**src/verilog/ppac_pkg.sv**
```systemverilog
/*
 Shared constants, types and timing for the parallel asynchronous
 configuration port. Assumes a 125 MHz core clock standing in for the
 internal byte-processing oscillator.
*/
package ppac_pkg;
	// Clock and timing figures
	localparam int CLK_NS = 8;
	localparam int POR_LONG_MS = 100;
	localparam int POR_SHORT_MS = 12;
	localparam int POR_LONG_CYC = POR_LONG_MS * 1000000 / CLK_NS;
	localparam int POR_SHORT_CYC = POR_SHORT_MS * 1000000 / CLK_NS;
	localparam int ERR_TMO_US = 100;
	localparam int ERR_TMO_CYC = ERR_TMO_US * 1000 / CLK_NS;
	localparam int BUSY_NS = 32;
	localparam int BUSY_CYC = (BUSY_NS + CLK_NS - 1) / CLK_NS;
	localparam int INIT_OSC_NS = 100;
	localparam int INIT_CLKS = 299;
	localparam int INIT_INT_CYC = (INIT_CLKS * INIT_OSC_NS + CLK_NS - 1) / CLK_NS;
	localparam int D2U_NS = 1000;
	localparam int D2U_CYC = (D2U_NS + CLK_NS - 1) / CLK_NS;
	localparam int TMR_W = 24;
	localparam int UCNT_W = 9;
	typedef logic [TMR_W-1:0] ppac_tmr_t;

	// Mode pin codes and header flag bits
	localparam logic [3:0] MODE_PLAIN = 4'h1;
	localparam logic [3:0] MODE_UPGRADE = 4'h5;
	localparam int HDR_CMP_BIT = 0;
	localparam int HDR_SEC_BIT = 1;

	// Register map, byte addresses
	localparam int AW = 8;
	localparam logic [AW-1:0] A_CTRL = 8'h00;
	localparam logic [AW-1:0] A_FLEN = 8'h04;
	localparam logic [AW-1:0] A_STAT = 8'h08;
	localparam logic [AW-1:0] A_BCNT = 8'h0C;
	localparam logic [AW-1:0] A_LAST = 8'h10;
	localparam logic [1:0] RESP_OK = 2'h0;
	localparam logic [1:0] RESP_SLVERR = 2'h2;
	localparam logic [31:0] FLEN_RST = 32'h0000_0010;

	// Synchroniser bit positions and idle values
	localparam int S_WS = 0;
	localparam int S_RS = 1;
	localparam int S_SL = 2;
	localparam int S_SH = 3;
	localparam int S_RST = 4;
	localparam int S_STAT = 5;
	localparam int S_DONE = 6;
	localparam int S_UCLK = 7;
	localparam int S_W = 8;
	localparam logic [S_W-1:0] SYNC_RST = 8'h07;

	typedef enum logic [3:0] {
		ST_PORA, ST_POR, ST_RESET, ST_CONFIG, ST_ERROR, ST_INITD, ST_INIT, ST_USER
	} ppac_stage_e;

	typedef struct packed {
		logic [29:0] rsvd;
		logic use_uclk;
		logic auto_rst;
	} ppac_ctrl_s;

	typedef struct packed {
		logic [22:0] rsvd;
		logic upd_kind;
		logic done_rel;
		logic busy;
		logic err;
		logic mode_ok;
		logic [3:0] stage;
	} ppac_stat_s;
endpackage

```
**src/verilog/ppac_sync.sv**
```systemverilog
/*
 Two-flop synchroniser for a vector of independent level inputs.
 Assumes each bit is an unrelated asynchronous level.
*/
`timescale 1ns/1ps
module ppac_sync #(
	parameter int W = 8,
	parameter logic [W-1:0] RST_VAL = '0
) (
	input wire logic aclk,
	input wire logic aresetn,
	input wire logic [W-1:0] d,
	output logic [W-1:0] q
);
	genvar i;
	// One chain per bit; the first stage feeds only the second
	generate
		for (i = 0; i < W; i++) begin : g_bit
			logic meta_r;
			always_ff @(posedge aclk) begin
				if (!aresetn) begin
					meta_r <= RST_VAL[i];
					q[i] <= RST_VAL[i];
				end else begin
					meta_r <= d[i];
					q[i] <= meta_r;
				end
			end
		end
	endgenerate
endmodule

```
**src/verilog/ppac_timer.sv**
```systemverilog
/*
 Down-counting delay timer with a one-cycle expiry pulse.
 Assumes start is a single-cycle pulse and load is at least one.
*/
`timescale 1ns/1ps
module ppac_timer
	import ppac_pkg::*;
(
	input wire logic aclk,
	input wire logic aresetn,
	input wire logic start,
	input wire ppac_pkg::ppac_tmr_t load,
	output logic done_r
);
	ppac_tmr_t cnt_r;

	// Load on start, count to zero, pulse on the last step
	always_ff @(posedge aclk) begin
		if (!aresetn) begin
			cnt_r <= '0;
			done_r <= 1'b0;
		end else begin
			done_r <= 1'b0;
			if (start) begin
				cnt_r <= load;
			end else if (cnt_r != '0) begin
				cnt_r <= cnt_r - TMR_W'(1);
				done_r <= (cnt_r == TMR_W'(1));
			end
		end
	end
endmodule

```
**src/verilog/ppac_top.sv**
```systemverilog
/*
 Device side of a byte-wide asynchronous configuration port, with an
 AXI4-Lite register slave. Assumes pins synchronous to aclk, open-drain
 lines resolved outside from the active-low enables.
*/
// Notes on behaviour
// (RULE1) Host sets mode pins 0001 or 0101
// (RULE2) No decompression or security in this scheme
// (RULE3) Host uses either select; other tied active
// (RULE4) Power-on delay 100 ms low, 12 ms high
// (RULE5) Power-on: status low, user pins tri-stated
// (RULE6) Pull-ups on unless pull-up disable pin high; the code keeps them off in the power-on and user stages
// (RULE7) Stay in reset while restart or status low
// (RULE8) Host starts by raising config restart
// (RULE9) Restart high releases status, then accept bytes
// (RULE10) Host selects, presents byte, pulses write strobe
// (RULE11) Write strobe rise captures byte, busy asserted
// (RULE12) Process byte, then signal ready again
// (RULE13) Host sends next byte only when ready
// (RULE14) Read strobe low puts ready on msb
// (RULE15) Host may wait worst-case time instead
// (RULE16) Host checks status and done per byte
// (RULE17) Done released one byte before final byte
// (RULE18) Initialise only when done line is high
// (RULE19) Default init uses internal slow oscillator count
// (RULE20) User clock: delay, then 299 cycles
// (RULE21) User clock never affects byte loading
// (RULE22) Error pulls status low; auto-restart time-out
// (RULE23) Host restarts with two microsecond low pulse
// (RULE24) Strobes and selects synchronised before use; the byte hold register follows the raw write strobe
// (RULE25) Drive byte bus only on selected read
`timescale 1ns/1ps
module ppac_top #(
	parameter int POR_LONG = ppac_pkg::POR_LONG_CYC,
	parameter int POR_SHORT = ppac_pkg::POR_SHORT_CYC,
	parameter int ERR_TMO = ppac_pkg::ERR_TMO_CYC
) (
	input wire logic aclk,
	input wire logic aresetn,
	input wire logic awvalid,
	output logic awready,
	input wire logic [ppac_pkg::AW-1:0] awaddr,
	input wire logic [2:0] awprot,
	input wire logic wvalid,
	output logic wready,
	input wire logic [31:0] wdata,
	input wire logic [3:0] wstrb,
	output logic bvalid,
	input wire logic bready,
	output logic [1:0] bresp,
	input wire logic arvalid,
	output logic arready,
	input wire logic [ppac_pkg::AW-1:0] araddr,
	input wire logic [2:0] arprot,
	output logic rvalid,
	input wire logic rready,
	output logic [31:0] rdata,
	output logic [1:0] rresp,
	input wire logic [3:0] mode_select_pins,
	input wire logic update_kind_select,
	input wire logic por_delay_select,
	input wire logic io_pullup_enable_n,
	input wire logic config_restart_n,
	input wire logic status_error_n_in,
	output logic status_error_n_out,
	output logic status_error_n_oe_n,
	input wire logic cfg_done_in,
	output logic cfg_done_out,
	output logic cfg_done_oe_n,
	input wire logic select_low,
	input wire logic select_high,
	input wire logic write_strobe_n,
	input wire logic read_strobe_n,
	input wire logic [7:0] byte_bus_in,
	output logic [7:0] byte_bus_out,
	output logic byte_bus_oe_n,
	output logic ready_not_busy,
	input wire logic user_init_clock,
	output logic user_pins_tristate,
	output logic weak_pullup_on,
	output logic [7:0] cfg_byte,
	output logic cfg_byte_valid
);
	import ppac_pkg::*;

	ppac_stage_e stage_r;
	ppac_ctrl_s ctrl_r;
	ppac_stat_s stat_w;
	logic [S_W-1:0] sync_w;
	logic ws_d_r, uclk_d_r, tmr_start_r, tmr_done, upd_r;
	logic ws_rise, uclk_rise, sel_s, rs_s, restart_s, stat_s, done_s;
	logic mode_ok, acc_w, hdr_bad;
	ppac_tmr_t tmr_load_r;
	logic [7:0] hold_r;
	logic [31:0] flen_r, bcnt_r, err_cyc_r;
	logic [UCNT_W-1:0] uclk_cnt_r;
	logic aw_got_r, w_got_r;
	logic [AW-1:0] aw_addr_r;
	logic [31:0] w_data_r;
	logic [3:0] w_strb_r;
	logic [31:0] rd_data;
	logic rd_err;

	// Strobes, selects and open-drain lines into the clock domain
	ppac_sync #(.W(S_W), .RST_VAL(SYNC_RST)) u_sync (
		.aclk(aclk),
		.aresetn(aresetn),
		.d({user_init_clock, cfg_done_in, status_error_n_in, config_restart_n,
			select_high, select_low, read_strobe_n, write_strobe_n}),
		.q(sync_w)
	); // see (RULE24)

	ppac_timer u_tmr (
		.aclk(aclk),
		.aresetn(aresetn),
		.start(tmr_start_r),
		.load(tmr_load_r),
		.done_r(tmr_done)
	);

	// Decoded synchronised pins; mode pins and header byte are used directly
	assign sel_s = !sync_w[S_SL] && sync_w[S_SH];
	assign rs_s = sync_w[S_RS];
	assign restart_s = sync_w[S_RST];
	assign stat_s = sync_w[S_STAT];
	assign done_s = sync_w[S_DONE];
	assign ws_rise = sync_w[S_WS] && !ws_d_r;
	assign uclk_rise = sync_w[S_UCLK] && !uclk_d_r;
	assign mode_ok = (mode_select_pins == MODE_PLAIN) || (mode_select_pins == MODE_UPGRADE);
	assign acc_w = stage_r == ST_CONFIG && stat_s && restart_s && ready_not_busy
		&& bcnt_r != flen_r && ws_rise && sel_s;
	assign hdr_bad = cfg_byte[HDR_CMP_BIT] || cfg_byte[HDR_SEC_BIT];

	// Edge history; the data byte follows the raw strobe so it is
	// held from the strobe's own rising edge, not the synced one
	always_ff @(posedge aclk) begin
		if (!aresetn) begin
			ws_d_r <= 1'b1;
			uclk_d_r <= 1'b0;
			hold_r <= 8'h00;
		end else begin
			ws_d_r <= sync_w[S_WS];
			uclk_d_r <= sync_w[S_UCLK];
			if (!write_strobe_n) begin
				hold_r <= byte_bus_in;
			end
		end
	end

	// Stage sequencer: reset, configuration, initialisation
	always_ff @(posedge aclk) begin
		tmr_start_r <= 1'b0;
		cfg_byte_valid <= 1'b0;
		if (!aresetn) begin
			stage_r <= ST_PORA;
			ready_not_busy <= 1'b1;
			cfg_done_oe_n <= 1'b0;
			bcnt_r <= 32'h0000_0000;
			tmr_load_r <= '0;
			uclk_cnt_r <= '0;
			cfg_byte <= 8'h00;
			upd_r <= 1'b0;
			tmr_start_r <= 1'b0;
		end else if (stage_r != ST_PORA && stage_r != ST_POR && stage_r != ST_RESET
			&& (!restart_s || (!stat_s && stage_r != ST_ERROR))) begin
			stage_r <= ST_RESET; // see (RULE7)
			ready_not_busy <= 1'b1;
			cfg_done_oe_n <= 1'b0;
		end else begin
			case (stage_r)
				ST_PORA: begin
					tmr_load_r <= por_delay_select ? TMR_W'(POR_SHORT) : TMR_W'(POR_LONG); // see (RULE4)
					tmr_start_r <= 1'b1;
					stage_r <= ST_POR;
				end
				ST_POR: begin
					if (tmr_done) begin
						stage_r <= ST_RESET;
					end
				end
				ST_RESET: begin
					bcnt_r <= 32'h0000_0000;
					uclk_cnt_r <= '0;
					cfg_done_oe_n <= 1'b0;
					ready_not_busy <= 1'b1;
					upd_r <= update_kind_select;
					// Line must actually read high before bytes count
					if (restart_s && stat_s) begin
						stage_r <= mode_ok ? ST_CONFIG : ST_ERROR; // see (RULE9)
						tmr_load_r <= TMR_W'(ERR_TMO);
						tmr_start_r <= !mode_ok;
					end
				end
				ST_CONFIG: begin
					if (!ready_not_busy) begin
						if (tmr_done) begin
							ready_not_busy <= 1'b1; // see (RULE12)
							bcnt_r <= bcnt_r + 32'h0000_0001;
							cfg_byte_valid <= 1'b1;
							// Compressed or secured files are refused here
							if (bcnt_r == 32'h0000_0000 && hdr_bad) begin
								stage_r <= ST_ERROR; // see (RULE2)
								tmr_load_r <= TMR_W'(ERR_TMO);
								tmr_start_r <= 1'b1;
							end
						end
					end else if (acc_w) begin
						cfg_byte <= hold_r;
						ready_not_busy <= 1'b0; // see (RULE11)
						tmr_load_r <= TMR_W'(BUSY_CYC);
						tmr_start_r <= 1'b1;
					end else if (bcnt_r == flen_r) begin
						// Init waits for the pulled-up line itself
						if (done_s) begin
							stage_r <= ctrl_r.use_uclk ? ST_INITD : ST_INIT; // see (RULE18)
							tmr_load_r <= ctrl_r.use_uclk ? TMR_W'(D2U_CYC) : TMR_W'(INIT_INT_CYC); // see (RULE19)
							tmr_start_r <= 1'b1;
						end
					end
					if (ready_not_busy && flen_r != 32'h0000_0000
						&& bcnt_r + 32'h0000_0001 >= flen_r) begin
						cfg_done_oe_n <= 1'b1; // see (RULE17)
					end
				end
				ST_ERROR: begin
					ready_not_busy <= 1'b1;
					if (ctrl_r.auto_rst && tmr_done) begin
						stage_r <= ST_RESET; // see (RULE22)
					end
				end
				ST_INITD: begin
					if (tmr_done) begin
						stage_r <= ST_INIT;
					end
				end
				ST_INIT: begin
					// User clock only counts here, never during loading
					if (ctrl_r.use_uclk) begin
						if (uclk_rise) begin
							uclk_cnt_r <= uclk_cnt_r + UCNT_W'(1); // see (RULE20) (RULE21)
							if (uclk_cnt_r == UCNT_W'(INIT_CLKS - 1)) begin
								stage_r <= ST_USER;
							end
						end
					end else if (tmr_done) begin
						stage_r <= ST_USER; // see (RULE19)
					end
				end
				ST_USER: begin
					stage_r <= ST_USER;
				end
				default: begin
					stage_r <= ST_RESET;
				end
			endcase
		end
	end

	// Pin drivers: status line, read-back, user pin state
	always_ff @(posedge aclk) begin
		status_error_n_out <= 1'b0;
		cfg_done_out <= 1'b0;
		if (!aresetn) begin
			status_error_n_oe_n <= 1'b0;
			byte_bus_oe_n <= 1'b1;
			byte_bus_out <= 8'h00;
			user_pins_tristate <= 1'b1;
			weak_pullup_on <= 1'b0;
		end else begin
			status_error_n_oe_n <= !(stage_r == ST_PORA || stage_r == ST_POR
				|| stage_r == ST_ERROR || (stage_r == ST_RESET && !restart_s)); // see (RULE5) (RULE9)
			byte_bus_oe_n <= !(stage_r == ST_CONFIG && !rs_s && sel_s); // see (RULE25)
			byte_bus_out <= {ready_not_busy, 7'h00}; // see (RULE14)
			user_pins_tristate <= stage_r != ST_USER;
			weak_pullup_on <= !io_pullup_enable_n && stage_r != ST_USER
				&& stage_r != ST_PORA && stage_r != ST_POR; // see (RULE6)
		end
	end

	// Status word seen by software
	always_comb begin
		stat_w = '0;
		stat_w.stage = stage_r;
		stat_w.mode_ok = mode_ok;
		stat_w.err = stage_r == ST_ERROR;
		stat_w.busy = !ready_not_busy;
		stat_w.done_rel = cfg_done_oe_n;
		stat_w.upd_kind = upd_r;
	end

	// Read decode; unmapped addresses answer with a slave error
	always_comb begin
		rd_err = 1'b0;
		case (araddr)
			A_CTRL: rd_data = ctrl_r;
			A_FLEN: rd_data = flen_r;
			A_STAT: rd_data = stat_w;
			A_BCNT: rd_data = bcnt_r;
			A_LAST: rd_data = {24'h00_0000, cfg_byte};
			default: begin
				rd_data = 32'h0000_0000;
				rd_err = 1'b1;
			end
		endcase
	end

	// Byte-lane merge for partial writes
	function automatic logic [31:0] merge(logic [31:0] old, logic [31:0] nw, logic [3:0] st);
		logic [31:0] r;
		r = old;
		for (int i = 0; i < 4; i++) begin
			if (st[i]) begin
				r[8*i +: 8] = nw[8*i +: 8];
			end
		end
		return r;
	endfunction

	// Write channel: address and data in either order, one at a time
	always_ff @(posedge aclk) begin
		if (!aresetn) begin
			awready <= 1'b1;
			wready <= 1'b1;
			aw_got_r <= 1'b0;
			w_got_r <= 1'b0;
			aw_addr_r <= '0;
			w_data_r <= 32'h0000_0000;
			w_strb_r <= 4'h0;
			bvalid <= 1'b0;
			bresp <= RESP_OK;
			ctrl_r <= '0;
			flen_r <= FLEN_RST;
		end else begin
			if (awvalid && awready) begin
				aw_addr_r <= awaddr;
				aw_got_r <= 1'b1;
				awready <= 1'b0;
			end
			if (wvalid && wready) begin
				w_data_r <= wdata;
				w_strb_r <= wstrb;
				w_got_r <= 1'b1;
				wready <= 1'b0;
			end
			if (aw_got_r && w_got_r && !bvalid) begin
				aw_got_r <= 1'b0;
				w_got_r <= 1'b0;
				bvalid <= 1'b1;
				bresp <= RESP_OK;
				case (aw_addr_r)
					A_CTRL: ctrl_r <= merge(ctrl_r, w_data_r, w_strb_r) & 32'h0000_0003;
					A_FLEN: flen_r <= merge(flen_r, w_data_r, w_strb_r);
					A_STAT, A_BCNT, A_LAST: bresp <= RESP_OK;
					default: bresp <= RESP_SLVERR;
				endcase
			end
			if (bvalid && bready) begin
				bvalid <= 1'b0;
				awready <= 1'b1;
				wready <= 1'b1;
			end
		end
	end

	// Read channel: data registered one cycle after the address
	always_ff @(posedge aclk) begin
		if (!aresetn) begin
			arready <= 1'b1;
			rvalid <= 1'b0;
			rdata <= 32'h0000_0000;
			rresp <= RESP_OK;
		end else begin
			if (arvalid && arready) begin
				rdata <= rd_data;
				rresp <= rd_err ? RESP_SLVERR : RESP_OK;
				rvalid <= 1'b1;
				arready <= 1'b0;
			end
			if (rvalid && rready) begin
				rvalid <= 1'b0;
				arready <= 1'b1;
			end
		end
	end

	// Helper: cycles spent in the error stage
	always_ff @(posedge aclk) begin
		if (!aresetn) begin
			err_cyc_r <= 32'h0000_0000;
		end else begin
			err_cyc_r <= (stage_r == ST_ERROR) ? err_cyc_r + 32'h0000_0001 : 32'h0000_0000;
		end
	end
endmodule

```
**config.mk**
```make
export PLATFORM = sky130hd
export DESIGN_NAME = ppac_top
export DESIGN_NICKNAME = d
export VERILOG_FILES = /design/src/verilog/ppac_pkg.sv /design/src/verilog/ppac_sync.sv /design/src/verilog/ppac_timer.sv /design/src/verilog/ppac_top.sv
export SDC_FILE = /design/constraint.sdc
export NUM_CORES = 1
export LEC_CHECK = 0
export BUFFER_PORTS_ARGS = -buffer_cell sky130_fd_sc_hd__buf_2
export CAP_MARGIN = 20
export CELL_PAD_IN_SITES_DETAIL_PLACEMENT = 0
export CELL_PAD_IN_SITES_GLOBAL_PLACEMENT = 2
export CORE_MARGIN = 2
export CORE_UTILIZATION = 37
export DETAILED_ROUTE_END_ITERATION = 6
export PLACE_DENSITY_LB_ADDON = 0.1
export SETUP_SLACK_MARGIN = 0.3
export SYNTH_ARGS = -nofsm -noshare
export SYNTH_HDL_FRONTEND = slang
export SYNTH_SLANG_ARGS = --single-unit
```
**constraint.sdc**
```tcl
create_clock -name aclk -period 6.95 [get_ports aclk]
set_input_delay 0 -clock aclk [delete_from_list [all_inputs] [get_ports aclk]]
set_output_delay 0 -clock aclk [all_outputs]
set_load 0.05 [all_outputs]
```
==> results_dict.tcl <==
set metrics [dict create \
    status "completed" \
    fin_crit_sh_pct 58.6 \
    drt_iter0_markers 471 \
    grt_pass1_vias 10380 \
    multi_input_area_mm2 0.00652 \
    worst_pin_slew_ns 1.15 \
    hold_viol_final 0 \
    min_path_type "in2reg" \
    areaGrowthSynthToFinish_pct 22.5 \
    fillers 3388 \
    grt_antenna_before_repair 0 \
    ys_seq_elements 247 \
    path_buf_inv 0 \
    ys.flop_type "dfxtp_1" \
    cts_sinks 247 \
    grt_overflow 0 \
    cts_tree "built" \
    vias 10794 \
    timing.slew.headroom_pct 23.2 \
    crit_fanout 6 \
    min_period_ns 4.07 \
    seq_area_mm2 0.00494 \
    critPathMaxStageDelay_ns 0.57 \
    dpl.cell_count 1977 \
    grt_max_degree 86 \
    fin_worst_skew_ns 0.0102 \
    final_util_pct 46.0 \
    crit_type "reg2reg" \
    gp_congestion 0.837 \
    finalSetupTns_ns 0 \
    path_delay_family "simple AND/OR/NAND/NOR gates" \
    hold_start "mode_select_pins[3]" \
    crit_path_start "bcnt_r[1]$_SDFFE_PN0P_" \
    rsz0062_at_grt "no" \
    finalMaxSlewViolations 0 \
    grt_usage_pct 21.2 \
    powerDensity_mw_per_mm2 275 \
    p_leak_uw 0.00618 \
    start_kind "register" \
    critPathCaptureType "register" \
    cts_setup_buffers 0 \
    ir_drop_uv 181 \
    yosys_warnings 0 \
    postRouteWirelength_um 36600 \
    synthCells 1489 \
    synth_edf_count 0 \
    insertion_delay_ns 0.56 \
    fin_nets 1783 \
    avgRoutedWirePerCell_um 17.3 \
    synthesis.area_mm2 0.0122 \
    io_buffers 135 \
    cp_slowest_cell "nor3_1" \
    crit_chain "ha_1 > and3_1 > nand4_1 > nor3_1 > nand2_1 > xnor2_1 > ha_1 > nand4_1 > or3_1 > nor4_1 > nand2_1 > a211o_1 > a2111oi_0" \
    drcViolationCount 0 \
    fmax_mhz 246 \
    grt_pass1_wl_um 58100 \
    layout_setup_ws_ns 2.88 \
    syn_area_per_cell_um2 8.20 \
    cts_made_buffers 29 \
    async_flop_share_pct 0 \
    required_ns 7.39 \
    coreArea_mm2 0.0325 \
    drt_pre_antenna_iters 5 \
    viasPerCell 5.09 \
    die-height_um 186 \
    stdcell_count 2122 \
    synth.distinct_cells 83 \
    rows 66 \
    drt.antenna.violating_nets 0 \
    cap_violations 0 \
    dieWidth_um 186 \
    cts_max_path_buffers 3 \
    start_util_pct 37.5 \
    clock_tree.root_cell "clkbuf_16" \
    pre_cts_ws_ns 2.85 \
    finalSetupViolations 0 \
    clk_pin_slew_ns 0.06 \
    ys_seq_area_share_pct 40.5 \
    cp.arrival_ns 4.51 \
    die_area_mm2 0.0345 \
    drive_gt1_share_pct 13.6 \
    io_pins 154 \
    dp_hpwl_um 25500 \
    r2r-start "bcnt_r[1]$_SDFFE_PN0P_" \
    cts_htree_levels 1 \
]
==> path summary, 6_finish.rpt <==
| check | endpoint | slack, ns | depth (start not counted) |
|---|---|---|---|
| max | cfg_done_oe_n$_SDFFE_PP0P_ | 2.88 | 13 |
| min | tmr_start_r$_SDFF_PP0_ | 0.03 | 5 |
| max reg2reg | cfg_done_oe_n$_SDFFE_PP0P_ | 2.88 | 13 |
| min reg2reg | u_sync.q[2]$_SDFF_PN1_ | 0.41 | 1 |
==> cell families (layout without fill, tap and decap cells) <==
family,count (synthesis),in the layout,synth area share (%)
muxes,28,28,2.32
adders and majority gates,38,38,3.90
buffers and inverters,170,350,6.41
DFF,247,247,40.5
xor gates and xnor gates,87,87,6.24
AOI/OAI and AO/OA,331,331,16.8
other,1,12,0.0307
and+or+nand+nor,587,587,23.8
==> stage by stage <==
stage          hold slack, ns  instance area [µm²]  total power, µW
2_1_floorplan          0.0780                12200             2280
3_3_place_gp            0.178                13000             2480
3_5_place_dp            0.177                13000             2480
4_1_cts               0.00211                14900             4160
5_1_grt                0.0556                14900             4330
6_report               0.0262                15000             4120
==> synthesized netlist by cell type, types with 3 or more instances <==
cell | n | area, µm²
dfxtp_1 | 247 | 4940
nand2_1 | 196 | 736
a21oi_1 | 135 | 676
nor2_1 | 121 | 454
nand3_1 | 75 | 375
o21ai_0 | 64 | 320
clkbuf_1 | 60 | 225
xor2_1 | 57 | 499
inv_1 | 55 | 206
and2_1 | 46 | 288
ha_1 | 38 | 475
a22oi_1 | 30 | 225
xnor2_1 | 30 | 263
nor4_1 | 28 | 175
mux2i_1 | 26 | 260
buf_4 | 23 | 173
buf_2 | 20 | 100
nor3_1 | 17 | 85.1
a22o_1 | 15 | 131
nand4_1 | 14 | 87.6
nand2b_1 | 13 | 81.3
or3_1 | 13 | 81.3
a21o_1 | 12 | 90.1
o21ai_1 | 12 | 60.1
a211oi_1 | 8 | 60.1
and3_1 | 8 | 50.1
nor2b_1 | 7 | 43.8
and4_1 | 6 | 52.6
a221oi_1 | 5 | 43.8
a2bb2oi_1 | 5 | 43.8
a31oi_1 | 5 | 31.3
buf_1 | 5 | 18.8
nand3b_1 | 5 | 37.5
o31ai_1 | 5 | 37.5
or4_1 | 5 | 37.5
a2111oi_0 | 4 | 35.0
a211o_1 | 4 | 35.0
buf_6 | 4 | 45.0
nand4b_1 | 3 | 26.3
nor4bb_1 | 3 | 30.0
or2_2 | 3 | 18.8
==> report_power, final <==
group	total (µW)	leakage [µW]	switching (µW)	internal (µW)
Combinational	844	0.00367	520	324
Clock	1620	0.000494	620	1000
Sequential	1650	0.00201	115	1530
==> layer usage <==
metal / global-route usage, % / wire [µm] / vias to the layer above
met1: 29.3 / 17700 / 5049
met4: 4.54 / 604 / 0
li1: - / - / 5492
met3: 3.17 / 1660 / 41
met2: 35.1 / 16700 / 212
met5: 0 / 0 / -
==> worst register-to-register path, stage by stage (launching register included) <==
cell and delay [ns]:
dfxtp_1 0.44, ha_1 0.32, and3_1 0.26, nand4_1 0.20
nor3_1 0.57, nand2_1 0.14, xnor2_1 0.17, ha_1 0.31
nand4_1 0.09, or3_1 0.42, nor4_1 0.28, nand2_1 0.13
a211o_1 0.33, a2111oi_0 0.32
==> area by class of cell <==
cell class / count / share of cell area [%]
antenna: 1 / 0.0167
clock buffer: 39 / 5.44
clock inverter: 14 / 1.38
inverter: 56 / 1.42
multi-input combinational: 1082 / 43.6
sequential: 247 / 33.1
tap: 442 / 3.70
timing repair buffer: 241 / 11.4
==> repair_timing <==
item	in CTS	in global routing
hold endpoints to repair	79	0
hold buffers	91	0
gates resized for setup	0	0
==> cell usage in the layout, fill, tap and decap left out, drive strengths merged, types with 6 or more instances in the layout <==
| cell type | instances |
|---|---|
| ha | 38 |
| nand2 | 198 |
| and2 | 48 |
| a22o | 15 |
| inv | 57 |
| buf | 150 |
| a22oi | 30 |
| nand3 | 75 |
| dlygate4sd3 | 91 |
| o21ai | 76 |
| clkbuf | 39 |
| dfxtp | 247 |
| and3 | 9 |
| nor2 | 123 |
| nand4 | 16 |
| nor4 | 31 |
| a211oi | 8 |
| nor2b | 7 |
| a21o | 13 |
| nand2b | 13 |
| or4 | 6 |
| mux2i | 26 |
| xnor2 | 30 |
| a21oi | 136 |
| nor3 | 19 |
| conb | 11 |
| and4 | 8 |
| or3 | 13 |
| xor2 | 57 |
==> sequential cells by signal, indices dropped and copies added, names as in the netlist, 2 cells and up <==
| register | flops |
|---|---|
| w_data_r | 32 |
| cfg_byte | 8 |
| w_strb_r | 4 |
| u_sync.q | 8 |
| ctrl_r | 2 |
| flen_r | 32 |
| hold_r | 8 |
| stage_r | 3 |
| bcnt_r | 32 |
| uclk_cnt_r | 9 |
| aw_addr_r | 8 |
| u_sync.g_bit.meta_r | 8 |
| tmr_load_r | 15 |
| u_tmr.cnt_r | 24 |
| rdata | 32 |
No activity file was read; power rests on OpenSTA's default activity.
